## config.mk

```make
export PLATFORM = sky130hd
export DESIGN_NAME = prc_top
export DESIGN_NICKNAME = d
export VERILOG_FILES = /design/src/rtl/prc_pkg.sv /design/src/rtl/prc_clear_walker.sv /design/src/rtl/prc_top.sv
export SDC_FILE = /design/constraint.sdc
export NUM_CORES = 1
export LEC_CHECK = 0
export BUFFER_PORTS_ARGS = -buffer_cell sky130_fd_sc_hd__buf_2
export CAP_MARGIN = 30
export CORE_AREA = 3 3 190 192
export CTS_CLUSTER_DIAMETER = 150
export DETAILED_ROUTE_END_ITERATION = 8
export DIE_AREA = 0 0 193 195
export PLACE_DENSITY = 0.68
export SETUP_SLACK_MARGIN = 0.4
export SYNTH_ARGS = -nofsm -noshare
export SYNTH_HDL_FRONTEND = slang
export SYNTH_SLANG_ARGS = --single-unit
```

## constraint.sdc

```tcl
create_clock -name clk -period 2.18 [get_ports clk]
set_clock_uncertainty 0.05 [all_clocks]
set_input_delay 0.545 -clock clk [delete_from_list [all_inputs] [get_ports clk]]
set_output_delay 0.545 -clock clk [all_outputs]
set_load 0.05 [all_outputs]
```

## src/rtl/prc_pkg.sv

```systemverilog
/*
 Shared constants for the power-up run/stop and storage-retention controller:
 register offsets, field positions, reset values, policy codes and state codes.
 Assumes a 32-bit AXI4-Lite register bus with an 8-bit byte address.
*/
package prc_pkg;

	// ------------------------------------------------------------------
	// Storage geometry
	// ------------------------------------------------------------------
	localparam int unsigned PRC_IDX_W = 10;
	localparam logic [9:0] PRC_IDX_LAST = 10'h3FF;
	localparam int unsigned PRC_NCLS = 4;

	// ------------------------------------------------------------------
	// Register offsets (byte addresses)
	// ------------------------------------------------------------------
	localparam logic [7:0] PRC_OFF_CTRL = 8'h00;
	localparam logic [7:0] PRC_OFF_STATUS = 8'h04;
	localparam logic [7:0] PRC_OFF_INT_STATUS = 8'h08;
	localparam logic [7:0] PRC_OFF_INT_MASK = 8'h0C;
	localparam logic [7:0] PRC_OFF_MODE = 8'h10;
	localparam logic [7:0] PRC_OFF_RANGE_BASE = 8'h20;

	// ------------------------------------------------------------------
	// Control register fields
	// ------------------------------------------------------------------
	localparam int unsigned PRC_CTRL_GO = 0;
	localparam int unsigned PRC_CTRL_PUP_LSB = 1;
	localparam int unsigned PRC_CTRL_BKP_RUN = 3;
	localparam int unsigned PRC_CTRL_STOP_EN = 4;
	localparam int unsigned PRC_CTRL_RST_EN = 5;
	localparam int unsigned PRC_CTRL_CMD_RUN = 8;
	localparam int unsigned PRC_CTRL_CMD_STOP = 9;
	localparam logic [31:0] PRC_CTRL_WMASK = 32'h0000003F;
	localparam logic [31:0] PRC_CTRL_RST = 32'h00000000;

	// Power-up policy codes.
	localparam logic [1:0] PRC_PUP_KEEP = 2'h0;
	localparam logic [1:0] PRC_PUP_RUN = 2'h1;
	localparam logic [1:0] PRC_PUP_STOP = 2'h2;

	// ------------------------------------------------------------------
	// Storage policy codes, two bits per class in the mode register
	// ------------------------------------------------------------------
	localparam logic [1:0] PRC_MODE_CLEAR_ALL = 2'h0;
	localparam logic [1:0] PRC_MODE_KEEP_ALL = 2'h1;
	localparam logic [1:0] PRC_MODE_RANGE = 2'h2;
	localparam logic [7:0] PRC_MODE_RST = 8'h50;
	// Classes: 0 relays, 1 shift registers, 2 counters, 3 data registers.
	localparam logic [3:0] PRC_RANGE_KEEPS = 4'h3;

	// Range register fields.
	localparam int unsigned PRC_RNG_LO_LSB = 0;
	localparam int unsigned PRC_RNG_HI_LSB = 16;
	localparam logic [31:0] PRC_RNG_WMASK = 32'h03FF03FF;

	// ------------------------------------------------------------------
	// Status and interrupt bits
	// ------------------------------------------------------------------
	localparam int unsigned PRC_ST_FLAG = 0;
	localparam int unsigned PRC_ST_RUN = 1;
	localparam int unsigned PRC_ST_CLEAR = 2;
	localparam int unsigned PRC_ST_BKERR = 3;
	localparam int unsigned PRC_ST_READY = 4;
	localparam int unsigned PRC_EV_W = 4;
	localparam int unsigned PRC_EV_START = 0;
	localparam int unsigned PRC_EV_STOP = 1;
	localparam int unsigned PRC_EV_BKERR = 2;
	localparam int unsigned PRC_EV_CLRDONE = 3;

	// Bus responses.
	localparam logic [1:0] PRC_RESP_OKAY = 2'h0;
	localparam logic [1:0] PRC_RESP_SLVERR = 2'h2;

	// Sequencer states, one-hot.
	typedef enum logic [3:0] {
		PRC_S_CFG = 4'h1,
		PRC_S_STOP = 4'h2,
		PRC_S_CLEAR = 4'h4,
		PRC_S_RUN = 4'h8
	} prc_state_t;

endpackage

```

## src/rtl/prc_clear_walker.sv

```systemverilog
/*
 One storage class clear walker: on a start pulse it steps once through every
 element index and strobes a clear for each index that its policy removes.
 Assumes the storage takes one clear strobe per clock without back-pressure.
*/
`timescale 1ns/10ps
module prc_clear_walker
	import prc_pkg::*;
#(
	parameter logic RANGE_KEEPS = 1'b1
)
(
	input wire logic clk,
	input wire logic resetn,
	input wire logic start,
	input wire logic [1:0] mode,
	input wire logic [9:0] lower,
	input wire logic [9:0] upper,
	output logic busy,
	output logic clr_valid,
	output logic [9:0] clr_index
);

	typedef struct packed {
		logic busy;
		logic [9:0] idx;
		logic [1:0] mode;
		logic [9:0] lo;
		logic [9:0] hi;
		logic vld;
		logic [9:0] oidx;
	} prc_walk_t;

	prc_walk_t q;
	prc_walk_t d;
	logic in_range;

	// ------------------------------------------------------------------
	// Next state
	// ------------------------------------------------------------------
	// Settings are latched at start so a write during the walk cannot tear it.
	always_comb
	begin
		d = q;
		d.vld = 1'b0;
		in_range = (q.idx >= q.lo) && (q.idx <= q.hi);
		if (q.busy)
		begin
			d.oidx = q.idx;
			unique case (q.mode)
				PRC_MODE_CLEAR_ALL: d.vld = 1'b1;
				PRC_MODE_KEEP_ALL: d.vld = 1'b0;
				PRC_MODE_RANGE: d.vld = RANGE_KEEPS ? ~in_range : in_range;
				default: d.vld = 1'b0; // Undefined code keeps data, the safe side.
			endcase
			if (q.idx == PRC_IDX_LAST)
				d.busy = 1'b0;
			else
				d.idx = q.idx + 10'h001;
		end
		else if (start)
		begin
			d.busy = 1'b1;
			d.idx = 10'h000;
			d.mode = mode;
			d.lo = lower;
			d.hi = upper;
		end
	end

	// ------------------------------------------------------------------
	// State register
	// ------------------------------------------------------------------
	always_ff @(posedge clk or negedge resetn)
	begin
		if (!resetn)
			q <= '0;
		else
			q <= d;
	end

	assign busy = q.busy;
	assign clr_valid = q.vld;
	assign clr_index = q.oidx;

endmodule // prc_clear_walker

```

## src/rtl/prc_top.sv

```systemverilog
/*
 Power-up run/stop sequencer with clear/keep control of four storage classes,
 reached over an AXI4-Lite slave, with a masked level interrupt.
 Assumes backup_error and retained_flag are valid from reset release, and that
 stop_in and reset_in are synchronous to clk.
// Operation
// - keep policy restores retained run/stop state
// - run policy sets flag and runs
// - stop policy clears flag, program halted
// - backup error uses backup policy instead
// - stop or reset input overrides policy
// - clearing happens only at operation start
// - relays clear-all, keep-all, keep-range; default clear
// - shift registers same three; default clear
// - counters keep, clear, clear-range; default keep
// - data registers same three; default keep
// - range set by lower and upper limit
// - special data registers always kept
// - special relays outside keep/clear control
// - resume only with flag set, inputs off
// - configurable run or stop on backup error
*/
// Design decisions made here: the AXI4-Lite interface to the registers and the address map.
`timescale 1ns/10ps
module prc_top
	import prc_pkg::*;
(
	input wire logic clk,
	input wire logic resetn,
	input wire logic [7:0] s_axi_awaddr,
	input wire logic s_axi_awvalid,
	output logic s_axi_awready,
	input wire logic [31:0] s_axi_wdata,
	input wire logic [3:0] s_axi_wstrb,
	input wire logic s_axi_wvalid,
	output logic s_axi_wready,
	output logic [1:0] s_axi_bresp,
	output logic s_axi_bvalid,
	input wire logic s_axi_bready,
	input wire logic [7:0] s_axi_araddr,
	input wire logic s_axi_arvalid,
	output logic s_axi_arready,
	output logic [31:0] s_axi_rdata,
	output logic [1:0] s_axi_rresp,
	output logic s_axi_rvalid,
	input wire logic s_axi_rready,
	input wire logic backup_error,
	input wire logic retained_flag,
	input wire logic stop_in,
	input wire logic reset_in,
	output logic start_control_flag,
	output logic program_run,
	output logic irq,
	output logic relay_clr_valid,
	output logic [9:0] relay_clr_index,
	output logic shift_clr_valid,
	output logic [9:0] shift_clr_index,
	output logic counter_clr_valid,
	output logic [9:0] counter_clr_index,
	output logic data_clr_valid,
	output logic [9:0] data_clr_index
);

	// ------------------------------------------------------------------
	// State
	// ------------------------------------------------------------------
	typedef struct packed {
		prc_state_t st;
		logic flag;
		logic run;
		logic kick;
		logic bkerr;
		logic irq;
		logic [31:0] ctrl;
		logic [7:0] mode;
		logic [3:0][31:0] rng;
		logic [3:0] ists;
		logic [3:0] imask;
		logic awrdy;
		logic wrdy;
		logic bvalid;
		logic [1:0] bresp;
		logic [7:0] awaddr;
		logic [31:0] wdata;
		logic [3:0] wstrb;
		logic arrdy;
		logic rvalid;
		logic [1:0] rresp;
		logic [31:0] rdata;
	} prc_regs_t;

	localparam prc_regs_t PRC_REGS_RST = '{
		st: PRC_S_CFG,
		ctrl: PRC_CTRL_RST,
		mode: PRC_MODE_RST,
		awrdy: 1'b1,
		wrdy: 1'b1,
		arrdy: 1'b1,
		default: '0
	};

	prc_regs_t q;
	prc_regs_t d;
	logic [3:0] w_busy;
	logic [3:0] w_vld;
	logic [3:0][9:0] w_idx;
	logic any_busy;
	logic stop_hold;
	logic may_run;
	logic wr_hit;
	logic rd_hit;
	logic cmd_run;
	logic cmd_stop;
	logic [PRC_EV_W-1:0] ev;
	logic [PRC_EV_W-1:0] w1c;
	logic [31:0] rd_word;

	// Byte-lane merge of a write into a stored word.
	function automatic logic [31:0] prc_merge(input logic [31:0] old, input logic [31:0] nw,
		input logic [3:0] strb);
		logic [31:0] r;
		r = old;
		for (int b = 0; b < 4; b++)
		begin
			if (strb[b])
				r[8*b +: 8] = nw[8*b +: 8];
		end
		return r;
	endfunction

	// ------------------------------------------------------------------
	// Storage clear walkers
	// ------------------------------------------------------------------
	// only general storage has clear ports
	genvar g;
	generate
		for (g = 0; g < PRC_NCLS; g++)
		begin : g_walk
			prc_clear_walker #(
				.RANGE_KEEPS(PRC_RANGE_KEEPS[g])
			) u_walk (
				.clk(clk),
				.resetn(resetn),
				.start(q.kick),
				.mode(q.mode[2*g +: 2]),
				.lower(q.rng[g][PRC_RNG_LO_LSB +: PRC_IDX_W]),
				.upper(q.rng[g][PRC_RNG_HI_LSB +: PRC_IDX_W]),
				.busy(w_busy[g]),
				.clr_valid(w_vld[g]),
				.clr_index(w_idx[g])
			);
		end
	endgenerate

	assign any_busy = |w_busy;

	// ------------------------------------------------------------------
	// Next state: bus slave, registers, sequencer, interrupt
	// ------------------------------------------------------------------
	always_comb
	begin
		d = q;
		d.kick = 1'b0;
		ev = '0;
		w1c = '0;
		wr_hit = 1'b0;
		rd_hit = 1'b0;
		cmd_run = 1'b0;
		cmd_stop = 1'b0;
		rd_word = 32'h00000000;

		stop_hold = (q.ctrl[PRC_CTRL_STOP_EN] & stop_in) | (q.ctrl[PRC_CTRL_RST_EN] & reset_in);
		may_run = q.flag & ~stop_hold;

		// Address and data are captured independently, in either order.
		if (s_axi_awvalid && q.awrdy)
		begin
			d.awrdy = 1'b0;
			d.awaddr = s_axi_awaddr;
		end
		if (s_axi_wvalid && q.wrdy)
		begin
			d.wrdy = 1'b0;
			d.wdata = s_axi_wdata;
			d.wstrb = s_axi_wstrb;
		end

		// Perform the write once both halves are held.
		if (!q.awrdy && !q.wrdy && !q.bvalid)
		begin
			wr_hit = 1'b1;
			unique case (q.awaddr)
				PRC_OFF_CTRL:
				begin
					d.ctrl = prc_merge(q.ctrl, q.wdata, q.wstrb) & PRC_CTRL_WMASK;
					cmd_run = q.wstrb[1] & q.wdata[PRC_CTRL_CMD_RUN];
					cmd_stop = q.wstrb[1] & q.wdata[PRC_CTRL_CMD_STOP];
				end
				PRC_OFF_STATUS: ; // Read-only; the write is accepted and dropped.
				PRC_OFF_INT_STATUS: w1c = q.wstrb[0] ? q.wdata[PRC_EV_W-1:0] : '0;
				PRC_OFF_INT_MASK:
				begin
					if (q.wstrb[0])
						d.imask = q.wdata[PRC_EV_W-1:0];
				end
				PRC_OFF_MODE:
				begin
					if (q.wstrb[0])
						d.mode = q.wdata[7:0];
				end
				default:
				begin
					wr_hit = 1'b0;
					for (int k = 0; k < PRC_NCLS; k++)
					begin
						if (q.awaddr == PRC_OFF_RANGE_BASE + 8'(4 * k))
						begin
							wr_hit = 1'b1;
							d.rng[k] = prc_merge(q.rng[k], q.wdata, q.wstrb) & PRC_RNG_WMASK;
						end
					end
				end
			endcase
			d.bvalid = 1'b1;
			d.bresp = wr_hit ? PRC_RESP_OKAY : PRC_RESP_SLVERR;
		end
		if (q.bvalid && s_axi_bready)
		begin
			d.bvalid = 1'b0;
			d.awrdy = 1'b1;
			d.wrdy = 1'b1;
		end

		// Read decode; unmapped addresses answer SLVERR with zero data.
		rd_hit = 1'b1;
		unique case (s_axi_araddr)
			PRC_OFF_CTRL: rd_word = q.ctrl;
			PRC_OFF_STATUS:
			begin
				rd_word[PRC_ST_FLAG] = q.flag;
				rd_word[PRC_ST_RUN] = q.run;
				rd_word[PRC_ST_CLEAR] = (q.st == PRC_S_CLEAR);
				rd_word[PRC_ST_BKERR] = q.bkerr;
				rd_word[PRC_ST_READY] = (q.st != PRC_S_CFG);
			end
			PRC_OFF_INT_STATUS: rd_word[PRC_EV_W-1:0] = q.ists;
			PRC_OFF_INT_MASK: rd_word[PRC_EV_W-1:0] = q.imask;
			PRC_OFF_MODE: rd_word[7:0] = q.mode;
			default:
			begin
				rd_hit = 1'b0;
				for (int k = 0; k < PRC_NCLS; k++)
				begin
					if (s_axi_araddr == PRC_OFF_RANGE_BASE + 8'(4 * k))
					begin
						rd_hit = 1'b1;
						rd_word = q.rng[k];
					end
				end
			end
		endcase
		if (s_axi_arvalid && q.arrdy)
		begin
			d.arrdy = 1'b0;
			d.rvalid = 1'b1;
			d.rdata = rd_word;
			d.rresp = rd_hit ? PRC_RESP_OKAY : PRC_RESP_SLVERR;
		end
		if (q.rvalid && s_axi_rready)
		begin
			d.rvalid = 1'b0;
			d.arrdy = 1'b1;
		end

		// Sequencer. The power-up choice waits for the go bit so that the
		// policies are in place before they are applied.
		unique case (q.st)
			PRC_S_CFG:
			begin
				if (q.ctrl[PRC_CTRL_GO])
				begin
					d.st = PRC_S_STOP;
					d.bkerr = backup_error;
					if (backup_error)
					begin
						d.flag = q.ctrl[PRC_CTRL_BKP_RUN];
						ev[PRC_EV_BKERR] = 1'b1;
					end
					else
					begin
						unique case (q.ctrl[PRC_CTRL_PUP_LSB +: 2])
							PRC_PUP_KEEP: d.flag = retained_flag;
							PRC_PUP_RUN: d.flag = 1'b1;
							PRC_PUP_STOP: d.flag = 1'b0;
							default: d.flag = 1'b0; // Undefined code stays stopped.
						endcase
					end
				end
			end
			PRC_S_STOP:
			begin
				if (may_run)
				begin
					d.st = PRC_S_CLEAR;
					d.kick = 1'b1;
				end
			end
			PRC_S_CLEAR:
			begin
				if (!q.kick && !any_busy)
				begin
					ev[PRC_EV_CLRDONE] = 1'b1;
					// A stop command landing now must not let one scan slip out without the flag.
					if (may_run && !cmd_stop)
					begin
						d.st = PRC_S_RUN;
						d.run = 1'b1;
						ev[PRC_EV_START] = 1'b1;
					end
					else
					begin
						d.st = PRC_S_STOP;
					end
				end
			end
			PRC_S_RUN:
			begin
				if (!may_run)
				begin
					d.st = PRC_S_STOP;
					d.run = 1'b0;
					ev[PRC_EV_STOP] = 1'b1;
				end
			end
			default:
			begin
				d.st = PRC_S_STOP;
				d.run = 1'b0;
			end
		endcase

		// Software run/stop commands, honoured once the power-up choice is made.
		if (q.st != PRC_S_CFG)
		begin
			if (cmd_stop)
				d.flag = 1'b0;
			else if (cmd_run)
				d.flag = 1'b1;
		end

		// A new event beats a clear written in the same cycle.
		d.ists = (q.ists & ~w1c) | ev;
		d.irq = |(d.ists & d.imask);
	end

	// ------------------------------------------------------------------
	// State register
	// ------------------------------------------------------------------
	always_ff @(posedge clk or negedge resetn)
	begin
		if (!resetn)
			q <= PRC_REGS_RST;
		else
			q <= d;
	end

	// Outputs come straight from flops, here or inside the walkers.
	assign s_axi_awready = q.awrdy;
	assign s_axi_wready = q.wrdy;
	assign s_axi_bvalid = q.bvalid;
	assign s_axi_bresp = q.bresp;
	assign s_axi_arready = q.arrdy;
	assign s_axi_rvalid = q.rvalid;
	assign s_axi_rresp = q.rresp;
	assign s_axi_rdata = q.rdata;
	assign start_control_flag = q.flag;
	assign program_run = q.run;
	assign irq = q.irq;

	assign relay_clr_valid = w_vld[0];
	assign relay_clr_index = w_idx[0];
	assign shift_clr_valid = w_vld[1];
	assign shift_clr_index = w_idx[1];
	assign counter_clr_valid = w_vld[2];
	assign counter_clr_index = w_idx[2];
	assign data_clr_valid = w_vld[3];
	assign data_clr_index = w_idx[3];

endmodule // prc_top

```

Yosys cells after proc, flatten, opt, wreduce, memory -nomap -nowiden
Index checks and enable logic that the tools add are counted.
- $add $sub $neg: 4
- $lt $le $gt $ge: 8
- equal/unequal tests: 39
- mux-type cells: 89
- bitwise logic cells: 19
- reductions and logical operators: 70
- operators by type and width (cell ; number):
    $mux W33 ; 4
    $mux W32 ; 3
    $mux W11 ; 8
    $reduce_and A4 Y1 ; 18
    $eq A8 B6 Y1 const B ; 8
    $mux W1 ; 41
    $add A10 B1 Y10 const B ; 4
    $eq A10 B10 Y1 const B ; 4
    $ge A10 B10 Y1 ; 4
    $le A10 B10 Y1 ; 4
    $mux W10 ; 4
    $mux W4 ; 10
    $mux W36 ; 1
    $eq A8 B4 Y1 const B ; 4
    $mux W26 ; 1
    $mux W24 ; 1
    $pmux W4 S5 ; 1
    $reduce_and A2 Y1 ; 9
    $eq A8 B3 Y1 const B ; 2
    $eq A8 B5 Y1 const B ; 2
    $logic_not A8 Y1 ; 2
    $pmux W4 S4 ; 1
    $reduce_bool A2 Y1 ; 8
    $ne A2 B2 Y1 const B ; 7
    other kinds (29) ; 78
- register bits after elaboration: 366
- output and inout port bits: 88
- logic and storage cells: 294

Logic depth before layout (Yosys ltp)
- depth after elaboration: 12
- gate-level depth with buffers: 8
- depth with buffers taken out: 7

Cells and area by module
Synthesis repeated with hierarchy kept, for this count alone.
- cells, all modules: 1545
- area total of the unflattened synthesis: 17235.3 µm²
- modules (own cells, without submodules) (module ; times used ; cells an instance ; area an instance (µm²)):
    prc_top ; 1 ; 593 ; 7781.2
    prc_clear_walker at g_walk[2].u_walk ... ; 2 ; 237 ; 2393.5
    prc_clear_walker at g_walk[0].u_walk ... ; 2 ; 239 ; 2333.5

Worst setup path before layout
OpenSTA, ideal clock, no wires.
- path type: register -> register
- from: reg q (netlist bit s_axi_bvalid)
- to: reg q[125] (netlist name)
- setup time: 125 ps
- arrival: 2012 ps
- data required time: 2005 ps
- setup slack: -7 ps
- stages on the path, launching flop included: 6
- cells stage by stage: dfrtp_1 > nor3_2 > and3_1 > nand4b_1 > nor2_2 > mux2_2
- word-level cells in the longest chain between the ends: 3
- ends and longest elaborated chain (element ; RTL line ; RTL):
    from (decl) ; prc_top.sv:102 ; prc_regs_t q;
    from (signal assigned) ; prc_top.sv:362 ; q <= PRC_REGS_RST;
    from (signal assigned) ; prc_top.sv:364 ; q <= d;
    $logic_not A1 Y1 ; prc_top.sv:189 ; if (!q.awrdy && !q.wrdy && !q.bvalid)
    $logic_and A1 B1 Y1 ; prc_top.sv:189 ;
    $reduce_and A4 Y1 (no source line) ; n/a ;
Every way passes these cells.
A chain may end at the register's enable or synchronous reset.

Final worst setup path
- from: reg q (netlist bit s_axi_wready)
- to: out s_axi_wready
- RTL lines (element ; RTL line ; RTL):
    to (decl) ; prc_top.sv:36 ; output logic s_axi_wready,
No word-level cell between the ends.

==> impl_metrics.py <==
metrics = {
    "sta": {
        "worst_slack_ns": 0.157,
        "finalMaxSlewViolations": 0,
        "finalHoldViolCount": 0,
        "setup_viol": 0,
        "period_needed_ns": 2.02,
        "holdWs_ns": 0.146,
        "worst_slew_pin_slew_ns": 0.539,
        "fmax_mhz": 494,
        "rsz0062_at_grt": "yes",
        "finalCritPeriodShare": 0.928,
        "max_slew_margin": 0.641,
    },
    "yosys": {
        "syn_avg_cell_area_sq_um": 11.5,
        "synth.yosys.warnings": 0,
        "synth_top_family_by_area": "multiplexers",
        "syn_area_sq_mm": 0.0172,
        "synth.distinct_cells": 79,
        "synthMuxAreaShare": 0.178,
        "post_synth_inst_count": 1490,
        "synth_compound_area_frac": 0.0898,
        "ys.flop_type": "dfrtp_1",
        "synthAdderAreaFrac": 0.0612,
        "synth_simple_gate_area_share": 0.0934,
        "async_reset_ff_frac": 1.00,
        "synth_edf_count": 0,
        "synth_xor_area_frac": 0.00306,
        "synth-seq-area-share": 0.505,
        "synth-seq-cells": 346,
    },
    "die": {
        "start_util": 0.497,
        "core_sq_mm": 0.0345,
        "rows": 68,
        "io_pins": 151,
        "die_x_microns": 193,
        "die_y_microns": 195,
        "dieArea_sq_mm": 0.0376,
    },
    "routing": {
        "first_pass_iters": 4,
        "vias": 12200,
        "finalWirelength_microns": 45000,
        "drt_iter0_drc": 804,
        "routedWlPerCell_microns": 20.9,
        "ant_nets": 0,
        "drc": 0,
        "vias_per_cell": 5.69,
    },
    "worst_setup_path": {
        "arrival_ns": 1.43,
        "cp_max_fo": 5,
        "r2r_start": "q[76]",
        "r2r_cells": 6,
        "rrSetupSlack_ns": 0.18,
        "end_kind": "output pin",
        "path_class": "reg -> out",
        "critPathLaunchType": "flip-flop",
        "worstReg2RegEnd": "irq",
        "worstPathRequired_ns": 1.58,
    },
    "pwr": {
        "p_total_w": 0.0236,
        "power.density_mw_per_mm2": 1120,
        "p_leak_nw": 9.91,
        "peakVddDrop_uv": 918,
    },
    "grt": {
        "grt_antenna_before_repair": 0,
        "grt_overflow_total": 0,
        "grt_max_degree": 80,
        "grt_pass1_wl_microns": 69700,
        "grt_pass1_vias": 12500,
        "grt_usage": 0.235,
    },
    "finish": {
        "fin_area_sq_mm": 0.0211,
        "diodes": 0,
        "final_cells": 2148,
        "drive_above_1_share": 0.403,
        "fin_nets": 1816,
        "regArea_sq_mm": 0.00871,
        "syn_to_final_growth_pct": 22.6,
        "multi_input_area_sq_mm": 0.00811,
        "fill_cells": 2747,
    },
    "placement": {
        "place_ws_ns": -0.0362,
        "placed_area_sq_mm": 0.0184,
        "dp_hpwl_microns": 31400,
        "port_buffers": 124,
        "placed_cells": 2028,
        "gp_congestion": 0.901,
    },
    "outcome": {
        "status": "completed",
    },
    "hold_path": {
        "worst_hold_path.endpoint": "s_axi_wready",
        "hold_class": "in -> reg",
        "min_path_cells": 2,
        "min-delay-start": "s_axi_wvalid",
    },
    "flow_run": {
        "max-cap-violations": 0,
    },
    "clocking": {
        "cts_sinks": 346,
        "cts_buffer_depth": 3,
        "cts_buffers": 39,
        "clockRootBuffer": "clkbuf_16",
        "cts.clk_slew.worst_paths_ns": 0.05,
        "cts_tree": "done",
        "h-tree-depth": 2,
        "clkLatencyLatePin_ns": 0.53,
    },
}
==> critical path, cell delays in order (launching register included) <==
cell	delay, ns
dfstp_2	0.62
buf_4	0.14
buf_6	0.14
==> layer usage <==
layer | vias up | part of all wire | global-route usage
li1 | 5553 | - | -
met1 | 6178 | 0.43 | 0.326
met2 | 403 | 0.48 | 0.382
met3 | 85 | 0.056 | 0.0373
met4 | 0 | 0.029 | 0.0761
met5 | - | 0 | 0
==> state kept, by name, summed over array words and instances (netlist names), 4 cells and up <==
signal                   cells
g_walk.u_walk.busy           4
g_walk.u_walk.clr_valid      4
q                          140
g_walk.u_walk.clr_index     40
g_walk.u_walk.q            128
s_axi_rdata                 20
==> report_power, final <==
part / switching (W) / leakage (nW) / internal, W
clock: 0.00255 / 0.612 / 0.00392
sequential: 0.00180 / 4.57 / 0.00772
combinational: 0.00418 / 4.73 / 0.00346
total: 0.00853 / 9.91 / 0.0151
==> placed cells by master (no fill, tap or decap), drive strengths merged, types with 8 or more instances in the layout <==
cell / instances
dfrtp: 340
mux2: 239
buf: 238
inv: 109
nand2: 101
o21ai: 91
ha: 84
clkbuf: 72
nor2: 60
a21oi: 37
nand3: 33
mux2i: 32
nand4: 20
nor3: 18
nand2b: 17
nor2b: 16
a221oi: 15
a31oi: 14
conb: 14
a21o: 13
o31ai: 11
and2: 8
==> area by class of cell <==
| cell class | instances | share of cell area |
|---|---|---|
| Tap cell | 455 | 0.0270 |
| Clock inverter | 4 | 0.00362 |
| Multi-Input combinational cell | 924 | 0.385 |
| Clock buffer | 61 | 0.0560 |
| Inverter | 108 | 0.0194 |
| Timing Repair Buffer | 250 | 0.0951 |
| Sequential cell | 346 | 0.414 |
==> stage by stage <==
| step | utilization | TNS (ns) |
|---|---|---|
| after CTS | 0.595 | 0 |
| after global placement | 0.532 | -0.0554 |
| after detailed placement | 0.532 | -0.124 |
| final | 0.610 | 0 |
| after floorplan | - | 0 |
| after global routing | 0.610 | 0 |
==> cell families (layout without fill, tap and decap cells) <==
group,Yosys count,after routing
XOR/XNOR,6,6
buffers and inverters,233,423
other,1,14
multiplexers,273,273
AND/OR/NAND/NOR,308,308
adder cells (fa/ha/maj),84,84
AO/OA/AOI/OAI,239,239
flip-flops,346,346
==> how the worst max path moves through the flow <==
stage                               start              end  slack [ns]  cells after the start
final                        s_axi_wready     s_axi_wready        0.16                      2
after global routing                q[78]              irq        0.07                      6
after CTS                           q[78]              irq        0.20                      6
after detailed placement  s_axi_araddr[4]  s_axi_rdata[23]       -0.04                      7
after global placement    s_axi_araddr[2]   s_axi_rdata[3]       -0.03                      6
after floorplan           s_axi_araddr[4]  s_axi_rdata[16]        0.14                      8
==> cells in the mapped netlist, types with 5 or more instances <==
cell       instances  area share
a221oi_1          15      0.0077
buf_1              8      0.0017
nand2b_1          17      0.0062
and2_1             8      0.0029
and3_1             6      0.0022
o41ai_1            5      0.0026
mux2i_1           32       0.019
clkbuf_1          31      0.0068
a21o_1            13      0.0057
o21ai_1            9      0.0026
a2111oi_0          5      0.0026
nand4_1           19      0.0069
nor2_1            52       0.011
a31oi_1           14      0.0051
buf_2              6      0.0017
dfstp_2            6      0.0092
nor2b_1           16      0.0058
buf_4             77       0.034
a22o_1             5      0.0026
nand3_1           33      0.0096
inv_1            108       0.024
o31ai_1           11      0.0048
a21oi_1           37       0.011
o21ai_0           82       0.024
mux2_2           239        0.16
dfrtp_1          340        0.50
nor3_1            15      0.0044
nor2_2             6      0.0022
nand2_1          101       0.022
ha_1              84       0.061
o211ai_1           6      0.0026
a211oi_1           5      0.0022
==> timing repair <==
item | 4_1_cts | 5_1_grt
hold buffers | 1 | 0
pin swaps | 33 | 25
endpoints found under the setup margin | 160 | 196
resized for setup | 148 | 103
cloned | 1 | 1
buffers inserted | 37 | 15
endpoints found under the hold margin | 23 | 0
Power figures use the tool's default switching activity.
